===== config.mk =====
export PLATFORM = sky130hd
export DESIGN_NAME = drf_core
export DESIGN_NICKNAME = d
export VERILOG_FILES = /design/src/rtl/drf_pkg.sv /design/src/rtl/drf_core.sv /design/src/rtl/drf_fifo.sv /design/src/rtl/drf_mem.sv
export VERILOG_INCLUDE_DIRS = /design/src /design/src/rtl
export SDC_FILE = /design/constraint.sdc
export NUM_CORES = 1
export LEC_CHECK = 0
export ABC_AREA = 1
export BUFFER_PORTS_ARGS = -buffer_cell sky130_fd_sc_hd__clkbuf_2
export CORE_MARGIN = 2
export CORE_UTILIZATION = 40
export DETAILED_ROUTE_END_ITERATION = 10
export PLACE_DENSITY = 0.66
export SYNTH_ARGS = -nofsm -noshare
export SYNTH_HDL_FRONTEND = slang
export SYNTH_HIERARCHICAL = 1
export SYNTH_SLANG_ARGS = --single-unit

===== constraint.sdc =====
create_clock -name sys_clk -period 2.9 [get_ports sys_clk]
set_clock_uncertainty 0.05 [all_clocks]
set_input_delay 0.58 -clock sys_clk [delete_from_list [all_inputs] [get_ports sys_clk]]
set_output_delay 0.58 -clock sys_clk [all_outputs]
set_load 0.01 [all_outputs]

===== src/rtl/drf_regs.svh =====
// Register offsets, field positions, reset values and counts
// Included by the core; definitions only
`ifndef DRF_REGS_SVH
`define DRF_REGS_SVH
`define DRF_ADDR_DRC 8'h22
`define DRF_ADDR_SC 8'h23
`define DRF_DRC_RESET 16'h000F
`define DRF_DRC_MASK 16'h03FF
`define DRF_DRC_NDARK 2:0
`define DRF_DRC_SPARE 3
`define DRF_DRC_DSTART 6:4
`define DRF_DRC_SHOW_ROWS 7
`define DRF_DRC_READ_COLS 8
`define DRF_DRC_SHOW_COLS 9
`define DRF_SC_RESET 16'h0200
`define DRF_SC_MASK 16'h3FFF
`define DRF_SC_COUNT 7:0
`define DRF_SC_LAMP 8
`define DRF_SC_EVERY 9
`define DRF_SC_EOR 10
`define DRF_SC_DELAY 12:11
`define DRF_SC_XENON 13
`define DRF_SC_TRIG 14
`define DRF_SC_LIVE 15
`define DRF_EXTRA_LAST 3'h1
`define DRF_COL_DARK_FIRST 12'h002
`define DRF_COL_GAP_FIRST 12'h016
`define DRF_COL_ACT_FIRST 12'h018
`define DRF_COL_MAX 12'hFFF
`define DRF_HB_SHOW_CUT 6'h16
`define DRF_HB_DARK_ADD 6'h16
`define DRF_IDLE_PIXEL 10'h000
`endif


===== src/rtl/drf_pkg.sv =====
// Types shared by the readout and strobe control block
// Offsets and counts live in drf_regs.svh
package drf_pkg;
  typedef enum logic [4:0] {
    DRF_R_IDLE = 5'b00001,
    DRF_R_DARK = 5'b00010,
    DRF_R_PRE = 5'b00100,
    DRF_R_ACT = 5'b01000,
    DRF_R_POST = 5'b10000
  } drf_row_state_t;
  typedef enum logic [3:0] {
    DRF_F_OFF = 4'b0001,
    DRF_F_LED = 4'b0010,
    DRF_F_XWAIT = 4'b0100,
    DRF_F_XPULSE = 4'b1000
  } drf_flash_state_t;
endpackage


===== src/rtl/drf_core.sv =====
// Dark row and column readout framing plus flash strobe control
// Assumes a timing generator on sys_clk and a simple register port
`timescale 1ns/1ns
`default_nettype none
`include "drf_regs.svh"
// Behaviour
// - With dark rows enabled, read count-field-plus-one dark rows at each frame start
// - Dark-row control bit 3 is stored and read back, with no effect
// - Show bit outputs dark rows plus two rows before and after; frame strobe earlier
// - Showing dark and extra rows leaves integration and frame rate alone
// - Dark-column enable reads dark columns 2..21 for row noise correction
// - Dark-column readout raises minimum horizontal blanking, row time unchanged
// - Show-columns outputs 20 dark columns, then two idle pixels, then active
// - Shown dark columns move line strobe 22 pixels early, blanking 22 shorter
// - LED mode: strobe before frame reset begins, held until readout ends
// - Every-frame bit: 1 fires each frame, 0 fires one frame only
// - Xenon: end-of-reset bit picks trigger after reset or after readout
// - Flash pulse delayed by the two-bit frame-delay count
// - Xenon mode: strobe during vertical blanking for the pulse-length count
// - Xenon keeps integration at one frame; pulse shorter than vertical blanking
// - Read-only bit 14 shows the strobe fired in the current frame
// - Read-only bit 15 shows the live strobe level
module drf_core (
  // Clock and reset
  input wire logic sys_clk,
  input wire logic rst_n,
  // Register port
  input wire logic [7:0] reg_addr,
  input wire logic reg_wr,
  input wire logic [15:0] reg_wdata,
  input wire logic reg_rd,
  output logic [15:0] reg_rdata,
  // Frame timing
  input wire logic frame_start,
  input wire logic row_start,
  input wire logic active_row,
  input wire logic dark_row_enable,
  input wire logic reset_soon,
  input wire logic reset_done,
  input wire logic readout_done,
  input wire logic vblank,
  // Pixel stream in
  input wire logic pix_tick,
  input wire logic line_active,
  input wire logic [9:0] pix_data,
  output logic pix_ready,
  // Pixel stream out
  output logic frame_valid,
  output logic line_valid,
  output logic out_valid,
  input wire logic out_ready,
  output logic [9:0] out_data,
  // Readout controls
  output logic dark_row_rd,
  output logic [2:0] dark_row_addr,
  output logic dark_col_rd,
  output logic [5:0] hblank_min_add,
  output logic [5:0] hblank_cut,
  output logic one_frame_int,
  // Strobe pin
  output logic lamp_strobe
);
  import drf_pkg::*;

  function automatic logic in_rng(input logic [11:0] c, input logic [11:0] lo,
                                  input logic [11:0] hi);
    in_rng = (c >= lo) && (c < hi);
  endfunction

  // ************************************************************
  // Registers
  // ************************************************************
  logic [15:0] drc, next_drc, sc, next_sc, next_rdata;
  logic lamp_strobe_enable, next_lamp_en, xe_en, next_xe_en;
  logic trig, next_trig;

  always_comb begin
    next_drc = drc;
    next_sc = sc;
    next_lamp_en = lamp_strobe_enable;
    next_xe_en = xe_en;
    next_rdata = reg_rdata;
    if (reg_wr) begin
      if (reg_addr == `DRF_ADDR_DRC) begin
        next_drc = reg_wdata & `DRF_DRC_MASK;
      end else if (reg_addr == `DRF_ADDR_SC) begin
        next_sc = reg_wdata & `DRF_SC_MASK;
      end
    end
    if (frame_start) begin
      next_lamp_en = sc[`DRF_SC_LAMP];
      next_xe_en = sc[`DRF_SC_XENON];
    end
    if (reg_rd) begin
      if (reg_addr == `DRF_ADDR_DRC) begin
        next_rdata = drc;
      end else if (reg_addr == `DRF_ADDR_SC) begin
        next_rdata = sc;
        next_rdata[`DRF_SC_TRIG] = trig;
        next_rdata[`DRF_SC_LIVE] = lamp_strobe;
      end else begin
        next_rdata = 16'h0000;
      end
    end
  end

  always_ff @(posedge sys_clk) begin
    if (!rst_n) begin
      drc <= `DRF_DRC_RESET;
      sc <= `DRF_SC_RESET;
      lamp_strobe_enable <= 1'b0;
      xe_en <= 1'b0;
      reg_rdata <= 16'h0000;
    end else begin
      drc <= next_drc;
      sc <= next_sc;
      lamp_strobe_enable <= next_lamp_en;
      xe_en <= next_xe_en;
      reg_rdata <= next_rdata;
    end
  end

  logic show_rows, read_cols, show_cols;
  assign show_rows = drc[`DRF_DRC_SHOW_ROWS];
  assign read_cols = drc[`DRF_DRC_READ_COLS];
  assign show_cols = drc[`DRF_DRC_SHOW_COLS] && read_cols;

  // ************************************************************
  // Row sequencer
  // ************************************************************
  drf_row_state_t rstate, next_rstate;
  logic [2:0] row_cnt, next_row_cnt, next_daddr;
  logic act_seen, next_act_seen, next_fv, next_drd;

  always_comb begin
    next_rstate = rstate;
    next_row_cnt = row_cnt;
    next_daddr = dark_row_addr;
    next_act_seen = act_seen;
    if (frame_start) begin
      next_row_cnt = 3'h0;
      next_act_seen = 1'b0;
      next_daddr = drc[`DRF_DRC_DSTART];
      if (dark_row_enable) begin
        next_rstate = DRF_R_DARK;
      end else if (show_rows) begin
        next_rstate = DRF_R_PRE;
      end else begin
        next_rstate = DRF_R_ACT;
      end
    end else if (row_start) begin
      if (active_row) begin
        next_act_seen = 1'b1;
      end
      case (rstate)
        DRF_R_DARK: begin
          if (row_cnt == drc[`DRF_DRC_NDARK]) begin
            next_row_cnt = 3'h0;
            next_rstate = show_rows ? DRF_R_PRE : DRF_R_ACT;
          end else begin
            next_row_cnt = row_cnt + 3'h1;
            next_daddr = dark_row_addr + 3'h1;
          end
        end
        DRF_R_PRE: begin
          if (row_cnt == `DRF_EXTRA_LAST) begin
            next_row_cnt = 3'h0;
            next_rstate = DRF_R_ACT;
          end else begin
            next_row_cnt = row_cnt + 3'h1;
          end
        end
        DRF_R_ACT: begin
          if (act_seen && !active_row) begin
            next_rstate = show_rows ? DRF_R_POST : DRF_R_IDLE;
          end
        end
        DRF_R_POST: begin
          if (row_cnt == `DRF_EXTRA_LAST) begin
            next_rstate = DRF_R_IDLE;
          end else begin
            next_row_cnt = row_cnt + 3'h1;
          end
        end
        default: begin
          next_rstate = DRF_R_IDLE;
        end
      endcase
    end
    // Rows only leave blanking; frame_start spacing is untouched
    if (show_rows) begin
      next_fv = next_rstate != DRF_R_IDLE;
    end else begin
      next_fv = (next_rstate == DRF_R_ACT) && active_row;
    end
    next_drd = next_rstate == DRF_R_DARK;
  end

  always_ff @(posedge sys_clk) begin
    if (!rst_n) begin
      rstate <= DRF_R_IDLE;
      row_cnt <= 3'h0;
      dark_row_addr <= 3'h0;
      act_seen <= 1'b0;
      frame_valid <= 1'b0;
      dark_row_rd <= 1'b0;
    end else begin
      rstate <= next_rstate;
      row_cnt <= next_row_cnt;
      dark_row_addr <= next_daddr;
      act_seen <= next_act_seen;
      frame_valid <= next_fv;
      dark_row_rd <= next_drd;
    end
  end

  // ************************************************************
  // Column framing and pixel push
  // ************************************************************
  logic [11:0] col, next_col;
  logic next_lv, next_dcr, push;
  logic [9:0] push_data;
  logic [5:0] next_hmin, next_hcut;

  always_comb begin
    next_col = col;
    if (row_start) begin
      next_col = 12'h000;
    end else if (pix_tick && col != `DRF_COL_MAX) begin
      next_col = col + 12'h001;
    end
    next_lv = line_valid && next_fv;
    if (pix_tick) begin
      next_lv = next_fv && (line_active || (show_cols
                && in_rng(col, `DRF_COL_DARK_FIRST, `DRF_COL_ACT_FIRST)));
    end
    next_dcr = read_cols && in_rng(col, `DRF_COL_DARK_FIRST, `DRF_COL_GAP_FIRST);
    push = pix_tick && next_lv;
    push_data = pix_data;
    if (show_cols && in_rng(col, `DRF_COL_GAP_FIRST, `DRF_COL_ACT_FIRST)) begin
      push_data = `DRF_IDLE_PIXEL;
    end
    next_hmin = read_cols ? `DRF_HB_DARK_ADD : 6'h00;
    next_hcut = show_cols ? `DRF_HB_SHOW_CUT : 6'h00;
  end

  always_ff @(posedge sys_clk) begin
    if (!rst_n) begin
      col <= 12'h000;
      line_valid <= 1'b0;
      dark_col_rd <= 1'b0;
      hblank_min_add <= 6'h00;
      hblank_cut <= 6'h00;
    end else begin
      col <= next_col;
      line_valid <= next_lv;
      dark_col_rd <= next_dcr;
      hblank_min_add <= next_hmin;
      hblank_cut <= next_hcut;
    end
  end

  drf_fifo #(.W(10), .D(32)) u_fifo (
    .sys_clk(sys_clk),
    .rst_n(rst_n),
    .in_valid(push),
    .in_ready(pix_ready),
    .in_data(push_data),
    .out_valid(out_valid),
    .out_ready(out_ready),
    .out_data(out_data)
  );

  // ************************************************************
  // Flash strobe
  // ************************************************************
  drf_flash_state_t fstate, next_fstate;
  logic armed, next_armed, fire, next_fire, next_strobe, next_ofi, any_en, xe_trig;
  logic [1:0] dly, next_dly;
  logic [7:0] xe_left, next_xe_left;

  always_comb begin
    next_fstate = fstate;
    next_armed = armed;
    next_fire = fire;
    next_dly = dly;
    next_xe_left = xe_left;
    any_en = sc[`DRF_SC_LAMP] || sc[`DRF_SC_XENON];
    xe_trig = sc[`DRF_SC_EOR] ? reset_done : readout_done;
    if (frame_start) begin
      next_fire = 1'b0;
      if (any_en && !(lamp_strobe_enable || xe_en)) begin
        next_armed = 1'b1;
        next_dly = sc[`DRF_SC_DELAY];
      end
      if (any_en && (next_armed || armed)) begin
        if (next_dly == 2'h0) begin
          next_fire = 1'b1;
          next_armed = sc[`DRF_SC_EVERY];
        end else begin
          next_dly = next_dly - 2'h1;
        end
      end
    end
    case (fstate)
      DRF_F_OFF: begin
        if (fire && lamp_strobe_enable && reset_soon) begin
          next_fstate = DRF_F_LED;
          next_fire = 1'b0;
        end else if (fire && xe_en && xe_trig) begin
          next_fire = 1'b0;
          next_xe_left = sc[`DRF_SC_COUNT];
          if (sc[`DRF_SC_COUNT] != 8'h00) begin
            next_fstate = DRF_F_XWAIT;
          end
        end
      end
      DRF_F_LED: begin
        if (readout_done) begin
          next_fstate = DRF_F_OFF;
        end
      end
      DRF_F_XWAIT: begin
        if (vblank) begin
          next_fstate = DRF_F_XPULSE;
        end
      end
      DRF_F_XPULSE: begin
        if (!vblank) begin
          next_fstate = DRF_F_OFF;
        end else if (row_start) begin
          next_xe_left = xe_left - 8'h01;
          if (xe_left == 8'h01) begin
            next_fstate = DRF_F_OFF;
          end
        end
      end
      default: begin
        next_fstate = DRF_F_OFF;
      end
    endcase
    next_strobe = (next_fstate == DRF_F_LED) || (next_fstate == DRF_F_XPULSE);
    next_trig = (trig && !frame_start) || next_strobe;
    next_ofi = xe_en;
  end

  always_ff @(posedge sys_clk) begin
    if (!rst_n) begin
      fstate <= DRF_F_OFF;
      armed <= 1'b0;
      fire <= 1'b0;
      dly <= 2'h0;
      xe_left <= 8'h00;
      trig <= 1'b0;
      lamp_strobe <= 1'b0;
      one_frame_int <= 1'b0;
    end else begin
      fstate <= next_fstate;
      armed <= next_armed;
      fire <= next_fire;
      dly <= next_dly;
      xe_left <= next_xe_left;
      trig <= next_trig;
      lamp_strobe <= next_strobe;
      one_frame_int <= next_ofi;
    end
  end
endmodule
`default_nettype wire


===== src/rtl/drf_fifo.sv =====
// Pixel FIFO with valid and ready on both sides
// Assumes D is a power of two; output data come from a register
`timescale 1ns/1ns
`default_nettype none
module drf_fifo #(
  parameter int W = 10,
  parameter int D = 32
) (
  // Clock and reset
  input wire logic sys_clk,
  input wire logic rst_n,
  // Fill side
  input wire logic in_valid,
  output logic in_ready,
  input wire logic [W-1:0] in_data,
  // Drain side
  output logic out_valid,
  input wire logic out_ready,
  output logic [W-1:0] out_data
);
  localparam int AW = $clog2(D);
  logic [AW-1:0] wp, rp, next_wp, next_rp;
  logic [AW:0] cnt, next_cnt;
  logic next_ov, next_rdy, wr_en, rd_en;
  assign wr_en = in_valid && in_ready;
  assign rd_en = (cnt != '0) && (!out_valid || out_ready);
  always_comb begin
    next_wp = wr_en ? wp + AW'(1) : wp;
    next_rp = rd_en ? rp + AW'(1) : rp;
    next_cnt = cnt;
    if (wr_en && !rd_en) begin
      next_cnt = cnt + (AW+1)'(1);
    end else if (rd_en && !wr_en) begin
      next_cnt = cnt - (AW+1)'(1);
    end
    next_ov = rd_en ? 1'b1 : (out_ready ? 1'b0 : out_valid);
    next_rdy = next_cnt != (AW+1)'(D);
  end
  always_ff @(posedge sys_clk) begin
    if (!rst_n) begin
      wp <= '0;
      rp <= '0;
      cnt <= '0;
      out_valid <= 1'b0;
      in_ready <= 1'b1;
    end else begin
      wp <= next_wp;
      rp <= next_rp;
      cnt <= next_cnt;
      out_valid <= next_ov;
      in_ready <= next_rdy;
    end
  end
  drf_mem #(.W(W), .D(D), .AW(AW)) u_mem (
    .sys_clk(sys_clk),
    .wr_en(wr_en),
    .wr_addr(wp),
    .wr_data(in_data),
    .rd_en(rd_en),
    .rd_addr(rp),
    .rd_data(out_data)
  );
endmodule
`default_nettype wire


===== src/rtl/drf_mem.sv =====
// Small memory with registered read data
// Assumes one write and one read port on sys_clk
`timescale 1ns/1ns
`default_nettype none
module drf_mem #(
  parameter int W = 10,
  parameter int D = 32,
  parameter int AW = 5
) (
  // Clock
  input wire logic sys_clk,
  // Write port
  input wire logic wr_en,
  input wire logic [AW-1:0] wr_addr,
  input wire logic [W-1:0] wr_data,
  // Read port
  input wire logic rd_en,
  input wire logic [AW-1:0] rd_addr,
  output logic [W-1:0] rd_data
);
  logic [W-1:0] mem [D];
  always_ff @(posedge sys_clk) begin
    if (wr_en) begin
      mem[wr_addr] <= wr_data;
    end
    if (rd_en) begin
      rd_data <= mem[rd_addr];
    end
  end
endmodule
`default_nettype wire


==> impl_metrics.csv, run 1 <==
group,metric,value,unit
drt,post-route-drc-count,0,
timing,fin_crit,2.76,ns
floorplanning,core,0.0468,mm²
clocking,cts_inserted_buffers,46,
drt,route.vias.total,14039,
synth,synth_seq_cells,439,
drt,first_iter_violations,1376,
critical_path,r2r-start,"rstate[0]",
floorplanning,ioPinCount,98,
drt,vias_per_cell,5.19,
floorplanning,die_w,222,µm
timing,fmax,0.362,GHz
clocking,clkSlewWorstSetupHoldPaths,0.06,ns
critical_path,slowest_delay,0.40,ns
timing,rsz0062_at_grt,"true",
drt,wl_met2,22.2,mm
critical_path,worst_r2r_endpoint,"u_fifo/u_mem/mem[14][3]",
synth,synth_top_area_share,52.0,%
power_and_ir_drop,leakage,8.66,nW
synth,synthTopCellsByArea,"edfxtp_1 52%, dfxtp_1 11%, nand2_1 11%, nand3_1 7.5%, nor2_1 2.4%",
drt,post_drt_wl_per_cell,17.5,µm
clocking,cts_htree_levels,2,
critical_path,critical_path_class,"register to register",
drt,routed-wl-met3,3.40,mm
finish,area_delta_synth_final,17.9,%
critical_path,r2r_cells,17,
drt,routed.top_layer,"met4",
run_status,status,"completed",
critical_path,startpoint_type,"register",
finish,drive_gt1_share,17.7,%
clocking,cts_root_buf,"clkbuf_16",
finish,diodes,0,
synth,synthCells,1909,
clocking,clock-sinks,439,
drt,wl_met1,20.8,mm
floorplanning,num_rows,79,
timing,hold_slack,0.163,ns
finish,final_util,48.0,%
critical_path,crit_buf_inv,4,
timing,slew_violations,0,
synth,yosys.area.top_type,"edfxtp_1",
clocking,cts_tree,"done",
placed_design,port-buffer-count,89,
placed_design,dp.cells,2592,
critical_path,crit_chain,"nor2_4, buf_4, nand4_1, nand4_1, nand2_1, nand2_1, a21oi_2, nand3_2, o21ai_2, nand2_2, nor2_4, nand2_4, inv_6, nand3_2, buf_12, nor2_4, buf_6",
floorplanning,start_util,40.7,%
finish,fin_cells,2704,
min_path,min_path_type,"input port to register",
min_path,worstHoldEndpoint,"sc[12]",
grt,grt_max_degree,160,
critical_path,cpMaxStageDelayCell,"dfxtp_1",
power_and_ir_drop,max-vdd-ir-drop,0.000467,V
timing,fin_setup_tns,0,ns
timing,tightest_slew,0.912,ns
critical_path,endpoint_kind,"register",
grt,gr-total-overflow,0,
min_path,whs_path_depth,3,
clocking,clk_latency,0.60,ns
finish,nets,2119,
critical_path,critical-path-top-delay-family,"simple AND/OR/NAND/NOR gates",
clocking,clockBufferDepth,3,
critical_path,rrSetupSlack,0.14,ns
critical_path,cp_common_cell,"nor2_4",
timing,finalCritPeriodShare,95.3,%
critical_path,cp.required,3.14,ns
power_and_ir_drop,p_per_area,735,mW/mm²
synth,synth_cell_type_count,57,
clocking,hold_buffers,0,
grt,grt_pass1_wl,71.2,mm
timing,relSlewSlack,39.2,%
placed_design,place_hpwl,29.0,mm
timing,setup_viol,0,
grt,grt_pass1_vias,13066,
synth,netlist_area,0.0190,mm²
grt,gr-usage-all-layers,18.4,%
critical_path,arrival,3.01,ns
min_path,worstHoldStart,"reg_wdata[12]",
drt,ant_nets,0,
critical_path,cp_max_fo,8,
synth,syn_avg_cell_area,9.98,µm²
synth,yosysWarnings,6,
job,maxCapViolCount,0,
drt,dr.pass1.iters,6,
drt,drt-total-wl,47.3,mm
placed_design,place_congestion,0.930,
synth,yosysSeqAreaShare,63.5,%
timing,hold_viol_final,0,
floorplanning,chipHeight,222,µm
floorplanning,die_area,0.0494,mm²
grt,antenna_found_initial,0,
-- cells in the mapped netlist (all sizes together) --
cell type	number
clkbuf	31
ha	11
nor2	135
o21bai	2
nor4	7
nand3	289
a22oi	1
o211ai	11
dfxtp	109
o2111a	1
inv	129
xnor2	4
nor3	18
a221oi	1
edfxtp	330
o221ai	10
conb	1
a31oi	5
o221a	1
xor2	4
o21a	1
nand3b	2
clkinv	6
nand2	586
or3	1
nor3b	2
o21ai	53
a21oi	57
nand4	19
a211oi	15
buf	65
and3	2
-- how the worst max path moves through the flow --
| stage | startpoint | cells past startpoint | end | slack, ns |
|---|---|---|---|---|
| 2_1_floorplan | row_start | 16 | u_fifo/u_mem/mem[11][0] | -0.15 |
| 3_3_place_gp | active_row | 19 | u_fifo/u_mem/mem[1][0] | -0.02 |
| 3_5_place_dp | active_row | 19 | u_fifo/u_mem/mem[31][3] | -0.06 |
| 4_1_cts | row_cnt[1] | 19 | u_fifo/u_mem/mem[14][6] | 0.004 |
| 5_1_grt | rstate[1] | 19 | u_fifo/u_mem/mem[14][6] | -0.06 |
| 6_report | rstate[0] | 17 | u_fifo/u_mem/mem[14][3] | 0.14 |
-- worst register-to-register path, stage by stage, from the launching register on --
cell,delay [ns]
dfxtp_1,0.40
nor2_4,0.06
buf_4,0.14
nand4_1,0.12
nand4_1,0.11
nand2_1,0.08
nand2_1,0.06
a21oi_2,0.19
nand3_2,0.10
o21ai_2,0.17
nand2_2,0.09
nor2_4,0.11
nand2_4,0.08
inv_6,0.09
nand3_2,0.10
buf_12,0.19
nor2_4,0.15
buf_6,0.15
-- state kept, by name, indices dropped and copies added (netlist names), 2 cells and up --
register              cells
col                      12
dark_row_addr             3
dly                       2
drc                      10
fstate                    4
reg_rdata                16
row_cnt                   3
rstate                    5
sc                       14
u_fifo/cnt                6
u_fifo/rp                 5
u_fifo/u_mem/mem        320
u_fifo/u_mem/rd_data     10
u_fifo/wp                 5
xe_left                   8
-- cell families (layout without fill, tap and decap cells) --
| logic type | Yosys count | in the layout | share of synthesized area (%) |
|---|---|---|---|
| XOR/XNOR | 8 | 8 | 0.447 |
| other | 1 | 6 | 0.0197 |
| AND/OR/NAND/NOR | 1061 | 1061 | 24.5 |
| AO/OA/AOI/OAI | 158 | 158 | 5.02 |
| flip-flops | 439 | 439 | 63.5 |
| buffers and inverters | 231 | 414 | 5.84 |
| adder cells (fa/ha/maj) | 11 | 11 | 0.723 |
-- cell type report --
class	count	area, µm²
fillers	4224	24300
flip-flops and latches	439	12100
multi-input cells	1244	6150
repair buffers	193	1500
clock buffers	65	1230
well taps	607	759
inverters	135	519
clock inverters	21	191
-- cells in the final DEF, fill, tap and decap left out, drive strengths merged, types with 4 or more instances in the layout --
cell and count:
nor4 7, a21oi 57, conb 6, clkbuf 154, a31oi 5, nand3 289
edfxtp 330, o21ai 53, nand2 586, nor3 18, nand4 19, clkinv 20
buf 104, inv 132, ha 11, o211ai 11, xnor2 4, xor2 4
dfxtp 109, a211oi 15, nor2 135, o221ai 10
-- layer usage --
layer | GRT usage (%) | up-vias
met2 | 29.0 | 493
met1 | 25.9 | 6685
li1 | - | 6794
met5 | 0 | -
met4 | 5.73 | 0
met3 | 3.17 | 67
-- through the flow --
| stage | area [µm²] | total power, mW | setup WS (ns) |
|---|---|---|---|
| final | 22500 | 16.5 | 0.136 |
| after global routing | 22500 | 17.3 | -0.0569 |
| after CTS | 21800 | 16.6 | 0.00376 |
| after detailed placement | 20400 | 11.0 | -0.0635 |
| after global placement | 20400 | 10.9 | -0.0194 |
| after floorplan | 19100 | 10.0 | -0.146 |
-- what timing repair did --
action	4_1_cts	5_1_grt
gates resized for setup	2	158
pin swaps	0	19
buffers inserted	0	4
setup endpoints to repair	10	323
cloned	0	22
-- power by group --
group          internal (mW)  switching (mW)
registers               6.95           0.128
clock network           3.16            2.43
logic                   1.14            2.71
total                   11.2            5.26
(Power assumes the default switching activity.)
==> run 2: changes to the inputs <==
Settings changed: SETUP_SLACK_MARGIN from default to 0.15.
==> run 2 against run 1 <==
Power increased by 1.9%; register-to-register slack got worse by 0.05 ns; non-clock buffer count decreased by 3; largest power group unchanged; sequential share of layout area decreased by 1.3 points; design area increased by 2.5%; critical path depth increased by 2; final cell count increased by 0.15%; utilization increased by 1.2 points; worst hold slack improved by 0.029 ns.
==> impl_metrics.csv, run 2 (synthesized netlist as in run 1, its figures left out) <==
group,metric,value,unit
power_and_ir_drop,p_per_area,732,mW/mm²
clocking,clock-sinks,439,
critical_path,startpoint_type,"register",
critical_path,cpMaxStageDelayCell,"dfxtp_2",
finish,largest_reg_flops,320,
timing,hold_viol_final,0,
timing,rsz0062_at_grt,"true",
timing,hold_slack,0.192,ns
finish,layout_commonest_cell,"nand2_1",
timing,finalCritPeriodShare,97.0,%
min_path,min_path_type,"input port to register",
grt,grt_max_degree,84,
finish,top_register,"u_fifo/u_mem/mem",
finish,drive_gt1_share,18.8,%
critical_path,crit_buf_inv,5,
floorplanning,core,0.0468,mm²
clocking,cts_root_buf,"clkbuf_16",
finish,nets,2123,
placed_design,place_congestion,0.870,
finish,seq_area,0.0121,mm²
clocking,hold_buffers,0,
critical_path,cp_max_fo,10,
critical_path,r2r-start,"rstate[2]",
critical_path,crit_chain,"nor2_4, nand4_1, nor2_2, nand2_1, nand2_1, a21oi_2, buf_4, nand4_1, nand2_1, nand2_2, nand2_2, nor2_4, nand2_4, clkinv_4, nand3_4, buf_12, buf_12, nor2_4, buf_12",
critical_path,critical-path-top-delay-family,"simple AND/OR/NAND/NOR gates",
placed_design,port-buffer-count,89,
critical_path,r2r_cells,19,
power_and_ir_drop,max-vdd-ir-drop,0.000400,V
critical_path,critical_path_class,"register to register",
critical_path,endpoint_kind,"register",
finish,final_util,49.2,%
floorplanning,start_util,40.7,%
critical_path,cp.required,3.13,ns
timing,fmax,0.355,GHz
drt,vias_per_cell,5.21,
clocking,clockBufferDepth,3,
clocking,cts_inserted_buffers,47,
grt,grt_pass1_vias,13503,
critical_path,slowest_delay,0.35,ns
grt,gr-usage-all-layers,18.9,%
clocking,clkSlewWorstSetupHoldPaths,0.06,ns
grt,antenna_found_initial,0,
floorplanning,die_w,222,µm
timing,tightest_slew,0.918,ns
finish,diodes,0,
min_path,worstHoldEndpoint,"sc[12]",
drt,post-route-drc-count,0,
finish,area_delta_synth_final,20.8,%
timing,relSlewSlack,38.7,%
finish,final.fill_count,4153,
drt,first_iter_violations,1424,
job,maxCapViolCount,0,
critical_path,worst_r2r_endpoint,"u_fifo/u_mem/mem[9][0]",
floorplanning,num_rows,79,
clocking,clk_latency,0.57,ns
drt,drt-total-wl,46.8,mm
floorplanning,die_area,0.0494,mm²
grt,grt_pass1_wl,73.8,mm
finish,mostFrequentLayoutCells,"568 x nand2_1, 330 x edfxtp_1, 278 x nand3_1",
finish,top_regs,"u_fifo/u_mem/mem x320, reg_rdata x16, sc x14",
floorplanning,ioPinCount,98,
timing,slew_violations,0,
run_status,status,"completed",
min_path,whs_path_depth,3,
clocking,cts_htree_levels,2,
drt,ant_nets,0,
timing,fin_crit,2.81,ns
placed_design,place_hpwl,28.9,mm
floorplanning,chipHeight,222,µm
drt,post_drt_wl_per_cell,17.3,µm
finish,multi_input_area,0.00634,mm²
critical_path,critPathLaunch,"rstate[2]",
min_path,worstHoldStart,"reg_wdata[12]",
clocking,cts_tree,"done",
critical_path,arrival,3.05,ns
grt,gr-total-overflow,0,
drt,route.vias.total,14104,
timing,setup_viol,0,
drt,dr.pass1.iters,6,
power_and_ir_drop,leakage,8.80,nW
critical_path,rrSetupSlack,0.09,ns
run 2: cell types whose count changed in the layout (fill, tap and decap cells not counted), sizes merged:
cell	previous run	this run
nor2	135	141
clkinvlp	2	0
bufinv	2	3
clkbuf	154	157
buf	104	99
clkinv	20	21
run 2: per-stage QoR:
stage	instances	cell area (µm²)	setup TNS (ns)	setup slack (ns)	power, mW
after CTS	2699	22800	0	0.107	16.9
after detailed placement	2578	20800	-22.15	-0.134	11.1
after global routing	2708	23000	-8.17	-0.0885	17.7
after floorplan	1914	19400	0	0.188	10.0
final	2708	23000	0	0.0857	16.8
after global placement	2578	20800	-10.67	-0.0931	11.0
run 2: repair_timing:
action	in CTS	in global routing
gates cloned	7	2
setup buffers	27	7
gates resized for setup	29	16
endpoints found under the setup margin	325	327
hold endpoints to repair	0	0
pin swaps	18	14
run 2: layout make-up:
type	instances	area share (%)
well taps	607	3.30
flip-flops and latches	439	52.6
clock inverters	21	0.816
multi-input cells	1250	27.6
inverters	135	2.26
clock buffers	66	5.70
repair buffers	190	7.74
run 2: worst max path at each step:
stage | endpoint | slack (ns) | depth (start not counted)
after floorplan | u_fifo/u_mem/mem[31][0] | 0.19 | 16
after global placement | u_fifo/u_mem/mem[29][1] | -0.09 | 18
after detailed placement | u_fifo/u_mem/mem[29][1] | -0.13 | 18
after CTS | u_fifo/u_mem/mem[27][0] | 0.11 | 21
after global routing | u_fifo/u_mem/mem[27][0] | -0.09 | 19
final | u_fifo/u_mem/mem[9][0] | 0.09 | 19
run 2: report_power, final:
group          switching [mW]  internal (mW)
Sequential              0.161           6.95
Clock                    2.38           3.42
Combinational            2.73           1.19
Total                    5.27           11.6
run 2: metal layers:
layer / share of wire (%) / global-route usage (%) / up-vias
met1: 44 / 26.7 / 6726
li1: - / - / 6830
met3: 7.0 / 3.17 / 67
met2: 47 / 30.5 / 481
met4: 2.0 / 4.77 / 0
met5: 0 / 0 / -
run 2: worst min-delay path, cell delays in order:
cell,delay (ns)
clkbuf_2,0.08
nor2_1,0.03
nor2_1,0.08
